### src/msc_pkg.sv
// Constants, field layouts and types for the mode setting configuration bank
// What this block does
// - System buck mode 2: 1.5 V+25 mV/step, clamp 2.1 V
// - Always-on level nibble upper, resets to 0100
// - Always-on level: 1.7 V+25 mV, clamp 1.9 V
// - Bits 3,2 enable core/system buck, reset 1
// - Bits 1,0 enable always-on/system regulator, reset 1
// - Watchdog code: off, 16 s, 32 s, 64 s
// - System regulator offset bit adds 1.2 V
// - System regulator level resets 01100, clamp 2.1 V
// - Mode 3 bit 7 enters ship mode
// - Mode 3 bit 6 picks pins or register bits
// - Core buck level bits 5:0, reset 011100
// - Core buck: 0.5 V+25 mV, clamp 1.5, 111111=1.8
// - All registers read back last written value
// - System buck adds 1.2 V when offset set
`default_nettype none

package msc_pkg;

  // ****************************************************************
  // Register map
  // ****************************************************************
  localparam logic [7:0] MSC_ADDR_M2_RAIL = 8'h2c; // Rail enables, aon level
  localparam logic [7:0] MSC_ADDR_M2_WD   = 8'h2d; // Watchdog, sysreg level
  localparam logic [7:0] MSC_ADDR_M3_CORE = 8'h2e; // Ship, source, core

  // ****************************************************************
  // Field layouts
  // ****************************************************************
  typedef struct packed {
    logic [3:0] aon_reg_level_m2;     // Always-on regulator level code
    logic       core_buck_enable_m2;  // Bit 3
    logic       system_buck_enable_m2;// Bit 2
    logic       aon_reg_enable_m2;    // Bit 1
    logic       system_reg_enable_m2; // Bit 0
  } msc_m2_rail_type;

  typedef struct packed {
    logic [1:0] watchdog_period_m2;   // Watchdog period code
    logic       system_reg_offset_m2; // Adds the high range offset
    logic [4:0] system_reg_level_m2;  // System regulator level code
  } msc_m2_wd_type;

  typedef struct packed {
    logic       ship_en_m3;           // Ship mode request
    logic       mode_source_pins_m3;  // 1: pins choose the mode
    logic [5:0] core_buck_level_m3;   // Core buck level code
  } msc_m3_core_type;

  // Rail enables presented to the analog side
  typedef struct packed {
    logic core_buck;
    logic system_buck;
    logic aon_regulator;
    logic system_regulator;
  } msc_rails_type;

  // Mode settings as seen by the mode-switch logic
  typedef enum logic [1:0] {
    MSC_MODE0 = 2'b00,
    MSC_MODE1 = 2'b01,
    MSC_MODE2 = 2'b10,
    MSC_MODE3 = 2'b11
  } msc_mode_type;

  // ****************************************************************
  // Reset values
  // ****************************************************************
  localparam msc_m2_rail_type MSC_RST_M2_RAIL = 8'h4f; // 0100_1111
  localparam msc_m2_wd_type   MSC_RST_M2_WD   = 8'h0c; // 00_0_01100
  localparam msc_m3_core_type MSC_RST_M3_CORE = 8'h1c; // 0_0_011100

  // ****************************************************************
  // Level coding; levels in millivolts, tops and special codes as level codes
  // ****************************************************************
  localparam int          MSC_MV_W       = 12;
  localparam logic [11:0] MSC_STEP_MV    = 12'h019; // 25 mV
  localparam logic [11:0] MSC_OFFSET_MV  = 12'h4b0; // 1200 mV
  localparam logic [11:0] MSC_OFF_MV     = 12'h000; // Shown when inactive
  localparam logic [11:0] MSC_SYS_BASE   = 12'h5dc; // 1500 mV
  localparam logic [11:0] MSC_SYS_CLAMP  = 12'h834; // 2100 mV
  localparam logic [11:0] MSC_SYS_TOP    = 12'h018; // Code 11000
  localparam logic [11:0] MSC_AON_BASE   = 12'h6a4; // 1700 mV
  localparam logic [11:0] MSC_AON_CLAMP  = 12'h76c; // 1900 mV
  localparam logic [11:0] MSC_AON_TOP    = 12'h008; // Code 1000
  localparam logic [11:0] MSC_CORE_BASE  = 12'h1f4; // 500 mV
  localparam logic [11:0] MSC_CORE_CLAMP = 12'h5dc; // 1500 mV
  localparam logic [11:0] MSC_CORE_TOP   = 12'h028; // Code 101000
  localparam logic [11:0] MSC_CORE_SPEC  = 12'h03f; // Code 111111
  localparam logic [11:0] MSC_CORE_SPMV  = 12'h708; // 1800 mV
  localparam logic [11:0] MSC_NO_SPEC    = 12'hfff; // Above any code

  // ****************************************************************
  // Watchdog periods in seconds
  // ****************************************************************
  localparam logic [1:0] MSC_WD_OFF   = 2'h0;
  localparam logic [6:0] MSC_WD_P1_S  = 7'h10; // 16 s
  localparam logic [6:0] MSC_WD_P2_S  = 7'h20; // 32 s
  localparam logic [6:0] MSC_WD_P3_S  = 7'h40; // 64 s
  localparam logic [6:0] MSC_WD_NONE  = 7'h00;

endpackage : msc_pkg

`default_nettype wire

### src/msc_level_decode.sv
// Code to millivolt decoder with linear range, clamp and one special code
`default_nettype none

module msc_level_decode
  import msc_pkg::*;
#(
  parameter int          CODE_W  = 5,            // Width of the level code
  parameter logic [11:0] BASE_MV = MSC_SYS_BASE, // Level at code zero
  parameter logic [11:0] TOP     = MSC_SYS_TOP,  // Last linear code
  parameter logic [11:0] CLAMP   = MSC_SYS_CLAMP,// Level above the top
  parameter logic [11:0] SPEC    = MSC_NO_SPEC,  // Code with its own level
  parameter logic [11:0] SPEC_MV = MSC_OFF_MV    // Level of that code
) (
  input  wire logic [CODE_W-1:0]   i_code,  // Level code
  output logic      [MSC_MV_W-1:0] o_mv     // Decoded level
);

  // ****************************************************************
  // Decode
  // ****************************************************************
  // Widened code so the compare and product stay at level width
  wire logic [11:0] code_w;
  wire logic [11:0] linear_mv;
  wire logic        in_range;
  wire logic        is_spec;

  assign code_w    = 12'(i_code);
  assign linear_mv = BASE_MV + code_w * MSC_STEP_MV;
  assign in_range  = (code_w <= TOP);
  assign is_spec   = (code_w == SPEC);

  // Special code is checked first; the clamp covers the rest
  assign o_mv = is_spec  ? SPEC_MV   :
                in_range ? linear_mv : CLAMP;

endmodule : msc_level_decode

`default_nettype wire

### src/msc_bank.sv
// Mode setting 2 and 3 configuration registers with decoded outputs
`default_nettype none

module msc_bank
  import msc_pkg::*;
(
  input  wire logic                  i_clk,          // 100 MHz
  input  wire logic                  i_rstn,         // Async, active low
  input  wire logic                  i_wr_en,        // Register write
  input  wire logic                  i_rd_en,        // Register read
  input  wire logic [7:0]            i_addr,         // Register address
  input  wire logic [7:0]            i_wdata,        // Write data
  input  wire msc_pkg::msc_mode_type i_active_mode,  // Mode now in force
  input  wire logic [4:0]            i_system_buck_level_m2, // From 2Bh
  input  wire logic                  i_system_buck_offset_m2,// From 2Bh
  input  wire logic                  i_mode_select_bit_a,    // Register
  input  wire logic                  i_mode_select_bit_b,    // Register
  input  wire logic                  i_mode_select_pin_a,    // Pin
  input  wire logic                  i_mode_select_pin_b,    // Pin
  output logic [7:0]                 o_rdata,        // Read data
  output logic                       o_rd_valid,     // Read data valid
  output msc_pkg::msc_rails_type     o_rails,        // Rail enables
  output logic [11:0]                o_aon_mv,       // Always-on level
  output logic [11:0]                o_sysreg_mv,    // System regulator
  output logic [11:0]                o_sysbuck_mv,   // System buck
  output logic [11:0]                o_core_mv,      // Core buck level
  output logic                       o_wd_en,        // Watchdog running
  output logic [6:0]                 o_wd_period_s,  // Watchdog period
  output logic                       o_ship_mode,    // Enter ship mode
  output logic [1:0]                 o_mode_request  // Requested mode
);

  // ****************************************************************
  // Storage
  // ****************************************************************
  msc_m2_rail_type rail_r;   // Rail enables and always-on level
  msc_m2_wd_type   wd_r;     // Watchdog and system regulator level
  msc_m3_core_type core_r;   // Ship, mode source and core level

  // ****************************************************************
  // Address decode
  // ****************************************************************
  wire logic hit_rail;
  wire logic hit_wd;
  wire logic hit_core;
  wire logic [7:0] rd_mux;   // Unmapped addresses read as zero

  assign hit_rail = (i_addr == MSC_ADDR_M2_RAIL);
  assign hit_wd   = (i_addr == MSC_ADDR_M2_WD);
  assign hit_core = (i_addr == MSC_ADDR_M3_CORE);
  assign rd_mux   = hit_rail ? rail_r :
                    hit_wd   ? wd_r   :
                    hit_core ? core_r : 8'h00;

  // Register writes; every field is plain read/write
  always_ff @(posedge i_clk or negedge i_rstn) begin
    if (!i_rstn) begin
      rail_r <= MSC_RST_M2_RAIL;
      wd_r   <= MSC_RST_M2_WD;
      core_r <= MSC_RST_M3_CORE;
    end else if (i_wr_en) begin
      if (hit_rail) rail_r <= i_wdata;
      if (hit_wd)   wd_r   <= i_wdata;
      if (hit_core) core_r <= i_wdata;
    end
  end

  // Read data is registered so it comes straight from a flip-flop
  always_ff @(posedge i_clk or negedge i_rstn) begin
    if (!i_rstn) begin
      o_rdata    <= 8'h00;
      o_rd_valid <= 1'b0;
    end else begin
      o_rd_valid <= i_rd_en;
      if (i_rd_en) o_rdata <= rd_mux;
    end
  end

  // ****************************************************************
  // Mode select pins
  // ****************************************************************
  // Two stages; only the second one is read by logic
  logic [1:0] pin_meta_r;
  logic [1:0] pin_sync_r;

  always_ff @(posedge i_clk or negedge i_rstn) begin
    if (!i_rstn) begin
      pin_meta_r <= 2'b00;
      pin_sync_r <= 2'b00;
    end else begin
      pin_meta_r <= {i_mode_select_pin_b, i_mode_select_pin_a};
      pin_sync_r <= pin_meta_r;
    end
  end

  // ****************************************************************
  // Level decoders
  // ****************************************************************
  wire logic [11:0] aon_dec;
  wire logic [11:0] sysreg_dec;
  wire logic [11:0] sysbuck_dec;
  wire logic [11:0] core_dec;

  // Always-on regulator, clamps at 1.9 V
  msc_level_decode #(
    .CODE_W (4),
    .BASE_MV(MSC_AON_BASE),
    .TOP    (MSC_AON_TOP),
    .CLAMP  (MSC_AON_CLAMP)
  ) u_aon_dec (
    .i_code(rail_r.aon_reg_level_m2),
    .o_mv  (aon_dec)
  );

  // System regulator, base range before the offset
  msc_level_decode #(
    .CODE_W (5),
    .BASE_MV(MSC_SYS_BASE),
    .TOP    (MSC_SYS_TOP),
    .CLAMP  (MSC_SYS_CLAMP)
  ) u_sysreg_dec (
    .i_code(wd_r.system_reg_level_m2),
    .o_mv  (sysreg_dec)
  );

  // System buck, same coding as the system regulator
  msc_level_decode #(
    .CODE_W (5),
    .BASE_MV(MSC_SYS_BASE),
    .TOP    (MSC_SYS_TOP),
    .CLAMP  (MSC_SYS_CLAMP)
  ) u_sysbuck_dec (
    .i_code(i_system_buck_level_m2),
    .o_mv  (sysbuck_dec)
  );

  // Core buck, with one code reserved for the fixed 1.8 V
  msc_level_decode #(
    .CODE_W (6),
    .BASE_MV(MSC_CORE_BASE),
    .TOP    (MSC_CORE_TOP),
    .CLAMP  (MSC_CORE_CLAMP),
    .SPEC   (MSC_CORE_SPEC),
    .SPEC_MV(MSC_CORE_SPMV)
  ) u_core_dec (
    .i_code(core_r.core_buck_level_m3),
    .o_mv  (core_dec)
  );

  // ****************************************************************
  // Output selection
  // ****************************************************************
  wire logic          m2_act;
  wire logic          m3_act;
  wire logic [11:0]   sysreg_mv;
  wire logic [11:0]   sysbuck_mv;
  wire logic [6:0]    wd_period;
  wire logic [1:0]    mode_req;
  wire msc_rails_type rails;

  assign m2_act = (i_active_mode == MSC_MODE2);
  assign m3_act = (i_active_mode == MSC_MODE3);

  // Offset lifts the range to 2.7 V .. 3.3 V
  assign sysreg_mv  = wd_r.system_reg_offset_m2 ?
                      sysreg_dec + MSC_OFFSET_MV : sysreg_dec;
  assign sysbuck_mv = i_system_buck_offset_m2 ?
                      sysbuck_dec + MSC_OFFSET_MV : sysbuck_dec;

  assign wd_period = (wd_r.watchdog_period_m2 == 2'h1) ? MSC_WD_P1_S :
                     (wd_r.watchdog_period_m2 == 2'h2) ? MSC_WD_P2_S :
                     (wd_r.watchdog_period_m2 == 2'h3) ? MSC_WD_P3_S :
                     MSC_WD_NONE;

  // Pins are ignored unless mode 3 hands control to them
  assign mode_req = (m3_act && core_r.mode_source_pins_m3) ?
                    pin_sync_r :
                    {i_mode_select_bit_b, i_mode_select_bit_a};

  assign rails.core_buck        = m2_act & rail_r.core_buck_enable_m2;
  assign rails.system_buck      = m2_act & rail_r.system_buck_enable_m2;
  assign rails.aon_regulator    = m2_act & rail_r.aon_reg_enable_m2;
  assign rails.system_regulator = m2_act & rail_r.system_reg_enable_m2;

  // Outputs are registered; values from other modes are left to the
  // logic that owns them, so here an inactive field reads as off
  always_ff @(posedge i_clk or negedge i_rstn) begin
    if (!i_rstn) begin
      o_rails        <= '0;
      o_aon_mv       <= MSC_OFF_MV;
      o_sysreg_mv    <= MSC_OFF_MV;
      o_sysbuck_mv   <= MSC_OFF_MV;
      o_core_mv      <= MSC_OFF_MV;
      o_wd_en        <= 1'b0;
      o_wd_period_s  <= MSC_WD_NONE;
      o_ship_mode    <= 1'b0;
      o_mode_request <= 2'b00;
    end else begin
      o_rails        <= rails;
      o_aon_mv       <= m2_act ? aon_dec    : MSC_OFF_MV;
      o_sysreg_mv    <= m2_act ? sysreg_mv  : MSC_OFF_MV;
      o_sysbuck_mv   <= m2_act ? sysbuck_mv : MSC_OFF_MV;
      o_core_mv      <= m3_act ? core_dec   : MSC_OFF_MV;
      o_wd_en        <= m2_act &&
                        (wd_r.watchdog_period_m2 != MSC_WD_OFF);
      o_wd_period_s  <= m2_act ? wd_period  : MSC_WD_NONE;
      o_ship_mode    <= m3_act & core_r.ship_en_m3;
      o_mode_request <= mode_req;
    end
  end
endmodule : msc_bank

`default_nettype wire

### config.mk
export PLATFORM = sky130hd
export DESIGN_NAME = msc_bank
export DESIGN_NICKNAME = d
export VERILOG_FILES = /design/src/msc_pkg.sv /design/src/msc_level_decode.sv /design/src/msc_bank.sv
export SDC_FILE = /design/constraint.sdc
export NUM_CORES = 1
export LEC_CHECK = 0
export BUFFER_PORTS_ARGS = -buffer_cell sky130_fd_sc_hd__buf_4
export CAP_MARGIN = 10
export CORE_MARGIN = 2
export CORE_UTILIZATION = 48
export CTS_CLUSTER_DIAMETER = 60
export CTS_CLUSTER_SIZE = 10
export DETAILED_ROUTE_END_ITERATION = 7
export PLACE_DENSITY = 0.7
export SLEW_MARGIN = 5
export SYNTH_ARGS = -nofsm -noshare
export SYNTH_HDL_FRONTEND = slang
export SYNTH_SLANG_ARGS = --single-unit
### constraint.sdc
create_clock -name i_clk -period 8.09 [get_ports i_clk]
set_clock_uncertainty 0.2 [all_clocks]
set_input_delay 0 -clock i_clk [delete_from_list [all_inputs] [get_ports i_clk]]
set_output_delay 0 -clock i_clk [all_outputs]
set_load 0.03 [all_outputs]
# --- After elaboration in Yosys (flattened, before gate mapping) ---
# Index checks and enable logic that the tools add are counted.
totals:
  reg_bits: 100
  input_bits: 32
  elab_cells: 80
op_classes:
  n_addsub: 6
  multipliers: 4
  order_cmp: 4
  eq_ne: 9
  mux: 19
  bitwise_logic: 5
  n_reduce_logical: 6
ops:
  columns: ["operator", "n"]
  rows:
  - ["$mux W12", 11]
  - ["$add A11 B12 Y12 const A", 3]
  - ["$mux W7", 4]
  - ["$add A12 B11 Y12 const B", 2]
  - ["$eq A8 B6 Y1 const B", 3]
  - ["$mux W8", 3]
  - ["$mul A5 B5 Y10 const B", 2]
  - ["$add A9 B12 Y12 const A", 1]
  - ["$mul A6 B5 Y11 const B", 1]
  - ["$le A5 B5 Y1 const B", 2]
  - ["$mul A4 B5 Y9 const B", 1]
  - ["$eq A2 B2 Y1 const B", 4]
  - ["$eq A6 B6 Y1 const B", 1]
  - ["$le A6 B6 Y1 const B", 1]
  - ["$reduce_and A2 Y1", 3]
  - ["$and A1 B1 Y1", 5]
  - ["$le A4 B4 Y1 const B", 1]
  - ["$eq A2 B1 Y1 const B", 1]
  - ["$logic_and A1 B1 Y1", 2]
  - ["$mux W2", 1]
  - ["$reduce_bool A2 Y1", 1]

# --- Depth between registers and ports, before layout ---
depth:
  ltp_word: 6
  depth_mapped: 14
  depth_no_buf: 13

# --- Modules after synthesis ---
# From an unflattened synthesis, not the netlist that was laid out.
unflattened:
  hier_cells: 598
  hier_area_um2: 6254.7
modules_own_cells:
  columns: ["module", "instances", "cells_per_inst", "area_per_inst_um2", "seq_area_each_um2"]
  rows:
  - ["msc_bank", 1, 297, 3781.1, 2414.8]
  - ["msc_level_decode at u_sysbuck_dec ...", 2, 80, 659.4, 0.0]
  - ["msc_level_decode at u_core_dec", 1, 93, 769.5, 0.0]
  - ["msc_level_decode at u_aon_dec", 1, 48, 385.4, 0.0]

# --- Worst setup path before layout ---
# OpenSTA, ideal clock, no wires.
synth_path:
  path_type: "register to register"
  from: "register wd_r[3] (netlist name)"
  to: "register o_sysreg_mv[8]"
  setup_ps: 77
  arrival_ps: 3249
  required_time_ps: 7813
  setup_slack_ps: 4563
  stages_incl_launch_ff: 13
  path_cell_list: "dfstp_2 -> inv_1 -> ha_1 -> inv_1 -> ha_1 -> ha_1 -> ha_1 -> and4b_1 -> a211oi_1 -> nor4_1 -> or2_2 -> or3_1 -> a21oi_1"
synth_via:
  elab_chain_len: 6
synth_lines:
  columns: ["element", "line", "source"]
  rows:
  - ["from (decl)", "msc_bank.sv:37", "msc_m2_wd_type wd_r;"]
  - ["from (signal assigned)", "msc_bank.sv:63", "if (hit_wd) wd_r <= i_wdata;"]
  - ["$mul A5 B5 Y10", "msc_level_decode.sv:28", "assign linear_mv = BASE_MV + code_w * MSC_STEP_MV;"]
  - ["$add A11 B12 Y12", "msc_level_decode.sv:28", null]
  - ["$mux W12 (*)", "msc_level_decode.sv:34", "in_range ? linear_mv : CLAMP;"]
  - ["$add A12 B11 Y12", "msc_bank.sv:166", "sysreg_dec + MSC_OFFSET_MV : sysreg_dec;"]
  - ["$mux W12 (*)", "msc_bank.sv:165", "assign sysreg_mv = wd_r.system_reg_offset_m2 ?"]
  - ["$mux W12 (*)", "msc_bank.sv:201", "o_sysreg_mv <= m2_act ? sysreg_mv : MSC_OFF_MV;"]
  - ["to (signal assigned)", "msc_bank.sv:201", null]
  - ["to (decl)", "msc_bank.sv:24", "output logic [11:0] o_sysreg_mv,"]
# Mark *: on every way between the ends. The rest lies on a longest branch, timed or not.
# A chain may end at the register's enable or synchronous reset.

# --- Final worst setup path ---
layout_path:
  from: "register core_r[2] (netlist name)"
  to: "register o_core_mv[8]"
layout_via:
  elab_chain_len: 5
layout_lines:
  columns: ["element", "line", "source"]
  rows:
  - ["from (decl)", "msc_bank.sv:38", "msc_m3_core_type core_r;"]
  - ["from (signal assigned)", "msc_bank.sv:64", "if (hit_core) core_r <= i_wdata;"]
  - ["$mul A6 B5 Y11", "msc_level_decode.sv:28", null]
  - ["$add A9 B12 Y12", "msc_level_decode.sv:28", null]
  - ["$mux W12", "msc_level_decode.sv:34", null]
  - ["$mux W12 (*)", "msc_level_decode.sv:33", "assign o_mv = is_spec ? SPEC_MV :"]
  - ["$mux W12 (*)", "msc_bank.sv:203", "o_core_mv <= m3_act ? core_dec : MSC_OFF_MV;"]
  - ["to (signal assigned)", "msc_bank.sv:203", null]
  - ["to (decl)", "msc_bank.sv:26", "output logic [11:0] o_core_mv,"]
# Marks and branches as above.

==> flow_metrics.tcl <==
set metrics [dict create \
    outcome "completed" \
    netlist_instances 586 \
    worst_pin_slew_ps 769 \
    dieArea_mm2 0.0135 \
    insertion_delay_ps 350 \
    pwr-share-seq_pct 39.2 \
    clk_path_buf_depth 2 \
    setup_viol 0 \
    final.setup.worst_slack_ps 3950 \
    grt_max_degree 63 \
    cts_tree "built" \
    place_congestion 0.890 \
    areaGrowthSynthToFinish_pct 24.4 \
    final_max_slew_viol_count 0 \
    grt_pass1_vias 4725 \
    r2r_setup_slack_ps 3950 \
    yosys_warnings 0 \
    wl_met3_um 690 \
    cpMostUsedCell "ha_1" \
    ir_drop_uv 126 \
    cp-end-kind "flip-flop" \
    syn_avg_cell_area_um2 10.3 \
    post_drt_via_cell_ratio 5.29 \
    synth_area_mm2 0.00602 \
    fp-row-count 40 \
    root_buffer "clkbuf_16" \
    coreArea_mm2 0.0121 \
    routed.top_layer "met4" \
    slew_headroom_pct 48.7 \
    pwr-share-clk_pct 30.3 \
    final_antenna_net_count 0 \
    synth_top_cell_area_share_pct 35.7 \
    yosys.area.top_type "dfrtp_1" \
    layout.nets 833 \
    dpl_cell_area_mm2 0.00693 \
    ys_ff_latch 96 \
    clock-sinks 96 \
    place_ws_ps 4260 \
    fillCellCount 1027 \
    slowest_stage "dfstp_2" \
    final_hold_viol_count 0 \
    via_count 4687 \
    clk_pin_slew_ps 70 \
    drcViolationCount 0 \
    maxCapViolations 0 \
    p_int_mw 0.903 \
    p_leak_nw 3.83 \
    initial_core_util_pct 49.7 \
    post_cts_buffers 0 \
    dp_hpwl_um 10400 \
    setup_tns_ps 0 \
    drtIter0Drc 264 \
    async_reset_ff_share_pct 100 \
    fin_total_pwr_mw 1.34 \
    n_antenna_cell 0 \
    fmax_mhz 242 \
    grt_overflow 0 \
    yosysSeqAreaShare_pct 40.1 \
    yosysMostFrequentCell "dfrtp_1" \
    h-tree-depth 3 \
    numPortBuffers 99 \
    met2_length_um 6710 \
    cp.required_ps 8180 \
    p_switching_mw 0.439 \
    ys_types 69 \
    drive_above_1_share_pct 22.8 \
    p_comb_share_pct 30.5 \
    period_share_pct 51.2 \
    critPathLaunchType "flip-flop" \
    dp_cells 843 \
    min_path_type "input pin to flip-flop" \
    grt_pass1_wl_um 23000 \
    die_w_um 116 \
    synth_edf_count 0 \
    holdWs_ps 22.7 \
    final_cells 886 \
    design.portCount 104 \
    swShare_pct 32.7 \
    final_util_pct 61.9 \
    die_h_um 116 \
    critPathMaxStageDelay_ps 640 \
    yosys_most_used_dff "dfrtp_1" \
    power.density_mw_per_mm2 179 \
    crit_type "flip-flop to flip-flop" \
    yosys-top-cells-area "dfrtp_1, ha_1, dfstp_2" \
    fin_crit_ps 4140 \
    wl_per_cell_um 15.7 \
    path_cells "ha_1, ha_1, ha_1, fa_1, a21oi_1, o21ai_0, xor2_1, nor4_1, o311a_1, dlygate4sd3_1" \
    arrival_ps 4220 \
    synth_commonest_cells "dfrtp_1, ha_1, inv_1" \
    critPathMaxFanout 10 \
    rsz0062_at_grt "false" \
    drt-met1-wl_um 6340 \
    antenna_found_initial 0 \
    final_area_mm2 0.00749 \
    first_pass_iters 4 \
    cts_buffers 9 \
    routed_wl_um 13900 \
    grtUsageTotal_pct 21.9 \
]
-- cell type report --
class | count | area [um^2] | share of cell area, %
Clock buffer | 11 | 243 | 3.24
Clock inverter | 5 | 40.0 | 0.534
Inverter | 52 | 195 | 2.60
Multi-Input combinational cell | 423 | 3330 | 44.4
Sequential cell | 96 | 2410 | 32.2
Tap cell | 168 | 210 | 2.81
Timing Repair Buffer | 131 | 1060 | 14.2
-- what timing repair did --
action | CTS | global route
endpoints found under the setup margin | 0 | 0
hold endpoints to repair | 95 | 0
hold buffers | 27 | 0
resized for setup | 0 | 0
-- worst max-delay path: cells and delay by family, from the launching register on --
family / cells / cell delay (ps)
AOI/OAI and AO/OA: 3 / 620
xor gates and xnor gates: 1 / 210
adders and majority gates: 4 / 1330
buffers and inverters: 1 / 550
DFF: 1 / 640
and+or+nand+nor: 1 / 510
-- logic make-up after synthesis --
kind of cell | share of synthesized area (%)
AND/OR/NAND/NOR | 12.8
XOR/XNOR | 5.32
adder cells (fa/ha/maj) | 18.8
multiplexers | 5.63
flip-flops | 40.1
other | 0.0622
buffers and inverters | 4.84
AO/OA/AOI/OAI | 12.5
-- routing by layer --
| layer | track usage, % | vias up |
|---|---|---|
| li1 | - | 2316 |
| met1 | 29.4 | 2247 |
| met2 | 35.7 | 110 |
| met4 | 6.43 | 0 |
| met3 | 4.76 | 14 |
| met5 | 0 | - |
-- path summary, 6_finish.rpt --
| path | startpoint | endpoint | cells after the start |
|---|---|---|---|
| hold / removal | i_addr[0] | o_rdata[4]$_DFFE_PN0P_ | 5 |
| setup reg to reg | core_r[2]$_DFFE_PN1P_ | o_core_mv[8]$_DFF_PN0_ | 10 |
| min in group asynchronous | i_rstn | o_aon_mv[8]$_DFF_PN0_ | 4 |
| setup / recovery | core_r[2]$_DFFE_PN1P_ | o_core_mv[8]$_DFF_PN0_ | 10 |
| hold reg to reg | pin_meta_r[0]$_DFF_PN0_ | pin_sync_r[0]$_DFF_PN0_ | 0 |
| max in group asynchronous | i_rstn | core_r[5]$_DFFE_PN0P_ | 4 |
-- cells in the final DEF, fill, tap and decap left out, drive strengths merged, types with 8 or more instances in the layout --
cell type    instances
clkbuf              11
xnor2               23
buf                105
ha                  84
mux2                23
dlygate4sd3         26
dfstp               10
inv                 53
nand2               29
and2                12
o22ai               10
a21oi               37
mux2i                8
nor2                39
nor3                23
dfrtp               86
xor2                11
nand3               13
o21ai               19
-- power groups by stage --
stage / Sequential, mW / Clock, mW / Combinational, mW
floorplan: 0.568 / 0 / 0.251
global placement: 0.534 / 0 / 0.385
detailed placement: 0.535 / 0 / 0.395
CTS: 0.526 / 0.418 / 0.410
global route: 0.529 / 0.442 / 0.454
finish: 0.526 / 0.407 / 0.409
-- sequential cells by signal, summed over array words and instances (netlist names), 3 cells and up --
register and flops:
o_core_mv 12, o_rdata 8, o_sysreg_mv 12, o_wd_period_s 3, rail_r 8, o_sysbuck_mv 12, o_aon_mv 12, o_rails 4
wd_r 8, core_r 8
(Power assumes the default switching activity.)
